## config.mk

```make
export PLATFORM = sky130hd
export DESIGN_NAME = mcet_top
export DESIGN_NICKNAME = d
export VERILOG_FILES = /design/src/hdl/mcet_pkg.sv /design/src/hdl/mcet_divider.sv /design/src/hdl/mcet_top.sv
export SDC_FILE = /design/constraint.sdc
export NUM_CORES = 1
export LEC_CHECK = 0
export ABC_AREA = 1
export BUFFER_PORTS_ARGS = -buffer_cell sky130_fd_sc_hd__buf_2
export CORE_ASPECT_RATIO = 0.75
export CORE_UTILIZATION = 52
export DETAILED_ROUTE_END_ITERATION = 16
export GPL_TIMING_DRIVEN = 0
export PLACE_DENSITY = 0.77
export SYNTH_ARGS = -nofsm -noshare
export SYNTH_HDL_FRONTEND = slang
export SYNTH_SLANG_ARGS = --single-unit
```

## constraint.sdc

```tcl
create_clock -name mclk -period 2.8 [get_ports mclk]
set_clock_uncertainty 0.05 [all_clocks]
set_input_delay 0.56 -clock mclk [delete_from_list [all_inputs] [get_ports mclk]]
set_output_delay 0.56 -clock mclk [all_outputs]
set_load 0.03 [all_outputs]
```

## src/hdl/mcet_pkg.sv

```systemverilog
// package: register map, fields and reset values of the master card logic
package mcet_pkg;
    // register byte offsets
    localparam logic [7:0] mcet_off_ipi       = 8'h00;
    localparam logic [7:0] mcet_off_chan_en   = 8'h04;
    localparam logic [7:0] mcet_off_adc_ctl   = 8'h08;
    localparam logic [7:0] mcet_off_adc_data  = 8'h0c;
    localparam logic [7:0] mcet_off_analog    = 8'h10;
    localparam logic [7:0] mcet_off_tmr_ctl   = 8'h14;
    localparam logic [7:0] mcet_off_tmr_load  = 8'h18;
    localparam logic [7:0] mcet_off_tmr_count = 8'h1c;
    localparam logic [7:0] mcet_off_sync_div  = 8'h20;
    localparam logic [7:0] mcet_off_video     = 8'h24;
    localparam logic [7:0] mcet_off_irq_stat  = 8'h28;
    localparam logic [7:0] mcet_off_irq_mask  = 8'h2c;
    // irq status bit positions
    localparam int mcet_irq_ipi1  = 0;
    localparam int mcet_irq_ipi2  = 1;
    localparam int mcet_irq_timer = 2;
    localparam int mcet_irq_adc   = 3;
    localparam int mcet_irq_bits  = 4;
    // control field positions
    localparam int mcet_tmr_run  = 0;
    localparam int mcet_tmr_ext  = 1;
    localparam int mcet_tmr_rec  = 2;
    localparam int mcet_adc_go   = 0;
    localparam int mcet_ipi_to1  = 0;
    localparam int mcet_ipi_to2  = 1;
    // sizes
    localparam int mcet_chan_n   = 8;
    localparam int mcet_tmr_w    = 16;
    localparam int mcet_div_w    = 16;
    localparam int mcet_adc_w    = 8;
    localparam int mcet_ana_w    = 24;
    // reset values
    localparam logic [31:0] mcet_rst_word = 32'h0000_0000;
    // ahb transfer type
    localparam logic [1:0] mcet_htrans_nonseq = 2'h2;
    localparam logic [1:0] mcet_htrans_seq    = 2'h3;
    // conversion states
    typedef enum logic [1:0] {
        mcet_adc_idle,
        mcet_adc_wait_pulse,
        mcet_adc_convert
    } mcet_adc_state_type;
endpackage : mcet_pkg

```

## src/hdl/mcet_divider.sv

```systemverilog
// programmable divider: one-cycle enable per div_ratio input ticks
`timescale 1ns/1ps
`default_nettype none
module mcet_divider #(
    parameter int width = 16
) (
    // clock and reset
    input  wire logic             mclk,
    input  wire logic             rst,
    // ticks in and divided ticks out
    input  wire logic             tick_in,
    input  wire logic [width-1:0] div_ratio,
    output var  logic             tick_out
);
    if (width < 2) begin : g_bad_width
        $error("mcet_divider width too small");
    end

    typedef struct packed {
        logic [width-1:0] cnt;
        logic             out;
    } mcet_div_state_type;

    mcet_div_state_type s_q;
    mcet_div_state_type s_d;

    // count input ticks, pulse on reaching ratio (ratio 0 acts as 1)
    always_comb begin
        s_d     = s_q;
        s_d.out = 1'b0;
        if (tick_in) begin
            if (s_q.cnt + 1'b1 >= div_ratio) begin
                s_d.cnt = '0;
                s_d.out = 1'b1;
            end else begin
                s_d.cnt = s_q.cnt + 1'b1;
            end
        end
    end

    // state register
    always_ff @(posedge mclk) begin
        if (rst) begin
            s_q <= '0;
        end else begin
            s_q <= s_d;
        end
    end

    assign tick_out = s_q.out;
endmodule : mcet_divider
`default_nettype wire

```

## src/hdl/mcet_top.sv

```systemverilog
// master card logic: ipi, channel enables, sampler handshake, event timer
//
// The implementer's own choices: the address map and the AHB-Lite interface to the registers.
`timescale 1ns/1ps
`default_nettype none
module mcet_top
    import mcet_pkg::*;
#(
    parameter int chan_n = mcet_pkg::mcet_chan_n
) (
    // clock and reset
    input  wire logic                           mclk,
    input  wire logic                           rst,
    // ahb-lite slave
    input  wire logic                           hsel,
    input  wire logic [7:0]                     haddr,
    input  wire logic [1:0]                     htrans,
    input  wire logic                           hwrite,
    input  wire logic [2:0]                     hsize,
    input  wire logic [31:0]                    hwdata,
    input  wire logic                           hready,
    output var  logic [31:0]                    hrdata,
    output var  logic                           hreadyout,
    output var  logic                           hresp,
    // channel cards and converter
    input  wire logic                           chan1_pulse,
    input  wire logic                           adc_done,
    input  wire logic [mcet_pkg::mcet_adc_w-1:0] adc_result,
    output var  logic                           adc_start,
    output var  logic [chan_n-1:0]              chan_wr_en,
    output var  logic [mcet_pkg::mcet_ana_w-1:0] analog_ctl,
    // processor control
    output var  logic                           cpu1_halt,
    output var  logic                           cpu1_ipi,
    output var  logic                           cpu2_ipi,
    output var  logic                           irq,
    // sequencer events, sync input, video map
    input  wire logic                           perf_event,
    input  wire logic                           sync_tick,
    output var  logic                           video_map
);
    import mcet_pkg::*;

    if (chan_n < 1 || chan_n > 32) begin : g_bad_chan_n
        $error("chan_n out of range");
    end

    ////////////////////////////////////////////////////////////////////////
    typedef struct packed {
        logic                    ph_act;
        logic                    ph_wr;
        logic [7:0]              ph_addr;
        logic [31:0]             rdata;
        logic [chan_n-1:0]       chan_en;
        logic [mcet_ana_w-1:0]   ana;
        logic [mcet_adc_w-1:0]   adc_val;
        mcet_adc_state_type      adc_st;
        logic                    halt;
        logic                    start;
        logic [2:0]              tctl;
        logic [mcet_tmr_w-1:0]   tload;
        logic [mcet_tmr_w-1:0]   tcnt;
        logic [mcet_tmr_w-1:0]   tcap;
        logic [mcet_div_w-1:0]   div;
        logic                    video;
        logic [mcet_irq_bits-1:0] stat;
        logic [mcet_irq_bits-1:0] mask;
        logic                    irq;
    } mcet_state_type;

    mcet_state_type s_q;
    mcet_state_type s_d;
    logic           ext_tick;

    // divider on the external sync ticks
    mcet_divider #(.width(mcet_div_w)) u_div (
        .mclk      (mclk),
        .rst       (rst),
        .tick_in   (sync_tick),
        .div_ratio (s_q.div),
        .tick_out  (ext_tick)
    );

    // register word index helper
    function automatic logic is_reg(input logic [7:0] a,
                                    input logic [7:0] off);
        return a[7:2] == off[7:2];
    endfunction : is_reg

    ////////////////////////////////////////////////////////////////////////
    // next-state logic
    always_comb begin
        logic                     wr;
        logic                     tick;
        logic [mcet_irq_bits-1:0] set;
        logic [mcet_irq_bits-1:0] clr;
        wr   = 1'b0;
        tick = 1'b0;
        set  = '0;
        clr  = '0;
        s_d  = s_q;
        s_d.start = 1'b0;
        // address phase capture
        if (hready) begin
            s_d.ph_act  = hsel && (htrans == mcet_htrans_nonseq ||
                                   htrans == mcet_htrans_seq);
            s_d.ph_wr   = hwrite;
            s_d.ph_addr = haddr;
        end
        // read data for the next data phase
        s_d.rdata = mcet_rst_word;
        if (hready && hsel && !hwrite) begin
            if (is_reg(haddr, mcet_off_ipi))
                s_d.rdata = 32'(s_q.stat[mcet_irq_ipi2:mcet_irq_ipi1]);
            else if (is_reg(haddr, mcet_off_chan_en))
                s_d.rdata = 32'(s_q.chan_en);
            else if (is_reg(haddr, mcet_off_adc_ctl))
                s_d.rdata = 32'(s_q.halt);
            else if (is_reg(haddr, mcet_off_adc_data))
                s_d.rdata = 32'(s_q.adc_val);
            else if (is_reg(haddr, mcet_off_analog))
                s_d.rdata = 32'(s_q.ana);
            else if (is_reg(haddr, mcet_off_tmr_ctl))
                s_d.rdata = 32'(s_q.tctl);
            else if (is_reg(haddr, mcet_off_tmr_load))
                s_d.rdata = 32'(s_q.tload);
            else if (is_reg(haddr, mcet_off_tmr_count))
                s_d.rdata = 32'(s_q.tctl[mcet_tmr_rec] ? s_q.tcap
                                                       : s_q.tcnt);
            else if (is_reg(haddr, mcet_off_sync_div))
                s_d.rdata = 32'(s_q.div);
            else if (is_reg(haddr, mcet_off_video))
                s_d.rdata = 32'(s_q.video);
            else if (is_reg(haddr, mcet_off_irq_stat))
                s_d.rdata = 32'(s_q.stat);
            else if (is_reg(haddr, mcet_off_irq_mask))
                s_d.rdata = 32'(s_q.mask);
        end
        // data phase writes
        wr = s_q.ph_act && s_q.ph_wr;
        if (wr) begin
            if (is_reg(s_q.ph_addr, mcet_off_ipi)) begin
                set[mcet_irq_ipi1] = hwdata[mcet_ipi_to1];
                set[mcet_irq_ipi2] = hwdata[mcet_ipi_to2];
            end
            if (is_reg(s_q.ph_addr, mcet_off_chan_en))
                s_d.chan_en = hwdata[chan_n-1:0];
            if (is_reg(s_q.ph_addr, mcet_off_adc_ctl) &&
                hwdata[mcet_adc_go] && s_q.adc_st == mcet_adc_idle) begin
                s_d.adc_st = mcet_adc_wait_pulse;
                s_d.halt   = 1'b1;
            end
            if (is_reg(s_q.ph_addr, mcet_off_analog))
                s_d.ana = hwdata[mcet_ana_w-1:0];
            if (is_reg(s_q.ph_addr, mcet_off_tmr_ctl))
                s_d.tctl = hwdata[2:0];
            if (is_reg(s_q.ph_addr, mcet_off_tmr_load)) begin
                s_d.tload = hwdata[mcet_tmr_w-1:0];
                s_d.tcnt  = hwdata[mcet_tmr_w-1:0];
                clr[mcet_irq_timer] = 1'b1;
            end
            if (is_reg(s_q.ph_addr, mcet_off_sync_div))
                s_d.div = hwdata[mcet_div_w-1:0];
            if (is_reg(s_q.ph_addr, mcet_off_video))
                s_d.video = hwdata[0];
            if (is_reg(s_q.ph_addr, mcet_off_irq_stat))
                clr = clr | hwdata[mcet_irq_bits-1:0];
            if (is_reg(s_q.ph_addr, mcet_off_irq_mask))
                s_d.mask = hwdata[mcet_irq_bits-1:0];
        end
        // conversion handshake paced by channel one
        case (s_q.adc_st)
            mcet_adc_idle: begin
                s_d.halt = s_d.halt;
            end
            mcet_adc_wait_pulse: begin
                if (chan1_pulse) begin
                    s_d.start  = 1'b1;
                    s_d.adc_st = mcet_adc_convert;
                end
            end
            mcet_adc_convert: begin
                if (adc_done) begin
                    s_d.adc_val = adc_result;
                    s_d.halt    = 1'b0;
                    s_d.adc_st  = mcet_adc_idle;
                    set[mcet_irq_adc] = 1'b1;
                end
            end
            default: begin
                s_d.adc_st = mcet_adc_idle;
                s_d.halt   = 1'b0;
            end
        endcase
        // event timer time base
        tick = s_q.tctl[mcet_tmr_ext] ? ext_tick : 1'b1;
        if (s_q.tctl[mcet_tmr_run] && tick) begin
            if (s_q.tctl[mcet_tmr_rec]) begin
                s_d.tcnt = s_q.tcnt + 1'b1;
            end else if (s_q.tcnt != '0) begin
                s_d.tcnt = s_q.tcnt - 1'b1;
                if (s_q.tcnt == mcet_tmr_w'(1))
                    set[mcet_irq_timer] = 1'b1;
            end
        end
        // record mode: latch interval (this tick included) and restart
        if (s_q.tctl[mcet_tmr_run] && s_q.tctl[mcet_tmr_rec] && perf_event)
        begin
            s_d.tcap = s_d.tcnt;
            s_d.tcnt = '0;
            set[mcet_irq_timer] = 1'b1;
        end
        // sticky status: set wins over clear
        s_d.stat = (s_q.stat & ~clr) | set;
        s_d.irq  = |(s_d.stat & s_d.mask);
    end

    // state register
    always_ff @(posedge mclk) begin
        if (rst) begin
            s_q <= '0;
        end else begin
            s_q <= s_d;
        end
    end

    ////////////////////////////////////////////////////////////////////////
    // outputs straight from flip-flops; hreadyout and hresp are tied to constants
    assign hrdata     = s_q.rdata;
    assign hreadyout  = 1'b1;
    assign hresp      = 1'b0;
    assign adc_start  = s_q.start;
    assign chan_wr_en = s_q.chan_en;
    assign analog_ctl = s_q.ana;
    assign cpu1_halt  = s_q.halt;
    assign cpu1_ipi   = s_q.stat[mcet_irq_ipi1];
    assign cpu2_ipi   = s_q.stat[mcet_irq_ipi2];
    assign irq        = s_q.irq;
    assign video_map  = s_q.video;

    ////////////////////////////////////////////////////////////////////////
    // assertions
    logic wr_any;
    assign wr_any = s_q.ph_act && s_q.ph_wr; // write data phase
endmodule : mcet_top
`default_nettype wire

```

==> reports/qor.csv <==
metric;value;unit
status;finished, final reports clean;
die_area;0.0180;mm^2
synth_area;0.00910;mm^2
ys_warn_count;0;
yosysUniqueCellTypes;50;
synth_ff_type;dfxtp_1;
clkSlewWorstSetupHoldPaths;70;ps
p_per_area;488;mW/mm^2
viasPerCell;5.43;
initial_utilization;0.536;
p_leak;4.93;nW
max_freq;0.358;GHz
cts_tree;yes;
synth-simple-area-share;0.257;
crit_chain;buf_4, inv_1, nor3_4, nand2_2, nor2_2, xor2_1, ha_1, nand2_2, inv_1, nand3_2, inv_1, a21oi_2, nand3_2, nand2_2, nand2_4, buf_4, nor3_1;
synthCells;1281;
finalSetupViolations;0;
fin_crit;2790;ps
ant_nets;0;
hp-class;in2reg;
drc;0;
yosysTopAreaCellShare;0.374;
n_antenna_cell;0;
worstRegToRegCells;17;
critPathLaunchType;flip-flop;
critPathMaxFanout;3;
clock_latency;430;ps
fin_util;0.636;
final_nets;1506;
finalSetupTns;0;ps
synth_edf_count;0;
slew_headroom;0.451;
grt_max_degree;17;
yosys.area.top_type;dfxtp_1;
cts_sinks;170;
synth_seq_cells;170;
synth.most_common_cell;nand2_1;
dp.cells;1632;
fillers;1508;
power;0.00527;W
drive_gt1_frac;0.225;
layout.cells.non_filler;1672;
synth_top_family_by_area;simple AND/OR/NAND/NOR gates;
ios;134;
critPathMaxStageDelay;380;ps
grt_overflow_total;0;
grt_usage;0.305;
crit_family;simple AND/OR/NAND/NOR gates;
io_buffers;107;
std_cell_rows;41;
critPathSlowestCell;dfxtp_4;
vias;9075;
root_buffer;clkbuf_16;
ys_seq_area_frac;0.374;
holdBufCountCts;0;
core_area;0.0170;mm^2
grt_pass1_vias;8283;
grt_pass1_wl;42200;um
avgRoutedWirePerCell;16.3;um
avgSynthCellArea;7.10;um^2
crit_buf_inv;5;
worstMarginPinSlew;824;ps
worstSetupEndpointType;flip-flop;
synth_adder_area_share;0.0289;
maxCapViolations;0;
worstSetupPathType;reg2reg;
vdd_drop_max;0.000406;V
synth_mux_area_frac;0;
hpwl;20600;um
numCtsBuffers;17;
critPathRequiredTime;3070;ps
netlist_top_cells_area;dfxtp_1 (37%), nand2_1 (11%), a21oi_1 (6.0%);
yosys.area_share.xor_xnor;0.0355;
antenna_found_initial;0;
ys_async_sr_fraction;0;
place.gp.congestion;1.01;
die_h;117;um
first_iter_violations;844;
ys_top_cells_by_count;nand2_1 (263), dfxtp_1 (170), nor2_1 (138), inv_1 (126), a21oi_1 (110);
crit_arrival;3070;ps
path_depth;17;
drv_slew;0;
wl;27300;um
synth_compound_area_frac;0.167;
holdPathStages;2;
final.period_utilization;0.997;
htreeDepth;4;
clock_path_buffers;2;
die_width;155;um
area_delta_synth_final;18.6;%
firstDrtPassIters;7;
hold_viol_final;0;
## worst paths after layout
path	start	endpoint	slack, ps
max	u_div.s_q[1]$_SDFFE_PP0P_	u_div.s_q[3]$_SDFFE_PP0P_	9
min	htrans[1]	s_q[162]$_SDFFE_PP0P_	290
max reg2reg	u_div.s_q[1]$_SDFFE_PP0P_	u_div.s_q[3]$_SDFFE_PP0P_	9
min reg2reg	analog_ctl[23]$_SDFFE_PP0P_	hrdata[23]$_SDFF_PP0_	400
## what timing repair did
item | CTS | global route
setup endpoints to repair | 17 | 16
pin swaps | 3 | 9
buffers inserted | 5 | 3
resized for setup | 14 | 34
## sequential cells by signal (all words and copies together) (netlist names)
register / flops
analog_ctl: 24
cpu2_ipi: 1
adc_start: 1
u_div.tick_out: 1
cpu1_halt: 1
hrdata: 24
u_div.s_q: 16
chan_wr_en: 8
s_q: 91
cpu1_ipi: 1
irq: 1
video_map: 1
## power by group
group	total [W]	leakage (nW)	internal, W	switching [W]
Combinational	0.000410	3.27	0.000136	0.000274
Sequential	0.00247	1.38	0.00244	0.0000243
Clock	0.00239	0.286	0.00137	0.00103
## cell type report
cell class / instances / area [um^2] / share of cell area
Timing Repair Buffer: 115 / 596 / 0.0552
Clock buffer: 19 / 453 / 0.0420
Buffer: 113 / 742 / 0.0687
Multi-Input combinational cell: 872 / 4640 / 0.430
Sequential cell: 170 / 3420 / 0.316
Inverter: 134 / 510 / 0.0473
Clock inverter: 13 / 141 / 0.0131
Tap cell: 236 / 295 / 0.0273
## logic make-up (layout without fill, tap and decap cells)
logic type	after synthesis	count (layout)
simple gates	532	532
compound gates	273	273
buf+inv	247	394
flops	170	170
xor+xnor	36	36
fa+ha+maj	21	21
other cells	2	10
## per-stage QoR
step / cell area, um^2 / hold WS (ps) / setup WS, ps
3_3_place_gp: 9960 / 383 / -472
4_1_cts: 10600 / 281 / 16.2
2_1_floorplan: 9130 / 371 / 83.1
5_1_grt: 10800 / 294 / -124
6_report: 10800 / 290 / 9.04
3_5_place_dp: 9960 / 393 / -543
## layer usage
layer / global-route usage / part of all wire
met1: 0.418 / 0.46
met2: 0.470 / 0.42
met3: 0.0790 / 0.096
met4: 0.0983 / 0.024
met5: 0 / 0
## placed cells by master, fill, tap and decap left out, types with 4 or more instances in the layout
cell       synthesis  routed
a21oi_1          110     108
buf_2             12     118
buf_4             67      75
buf_6              4       4
clkbuf_1          29      29
clkbuf_16          0      17
conb_1             2      10
dfxtp_1          170     163
dfxtp_2            0       5
ha_1              21      20
inv_1            126     124
inv_2              6       8
nand2_1          263     256
nand2_2            5      11
nand3_1           45      43
nand4_1           23      23
nor2_1           138     137
nor2_2            14      14
nor2_4             8       9
nor3_1            18       9
nor3_2             4       9
nor3_4             3       7
o211ai_1           7       7
o211ai_2           4       4
o21ai_0           97      96
o21ai_1           23      24
o221ai_1           9       9
o22ai_1           10      10
or2_2              5       5
xor2_1            33      32
No activity file was read; power rests on OpenSTA's default activity.
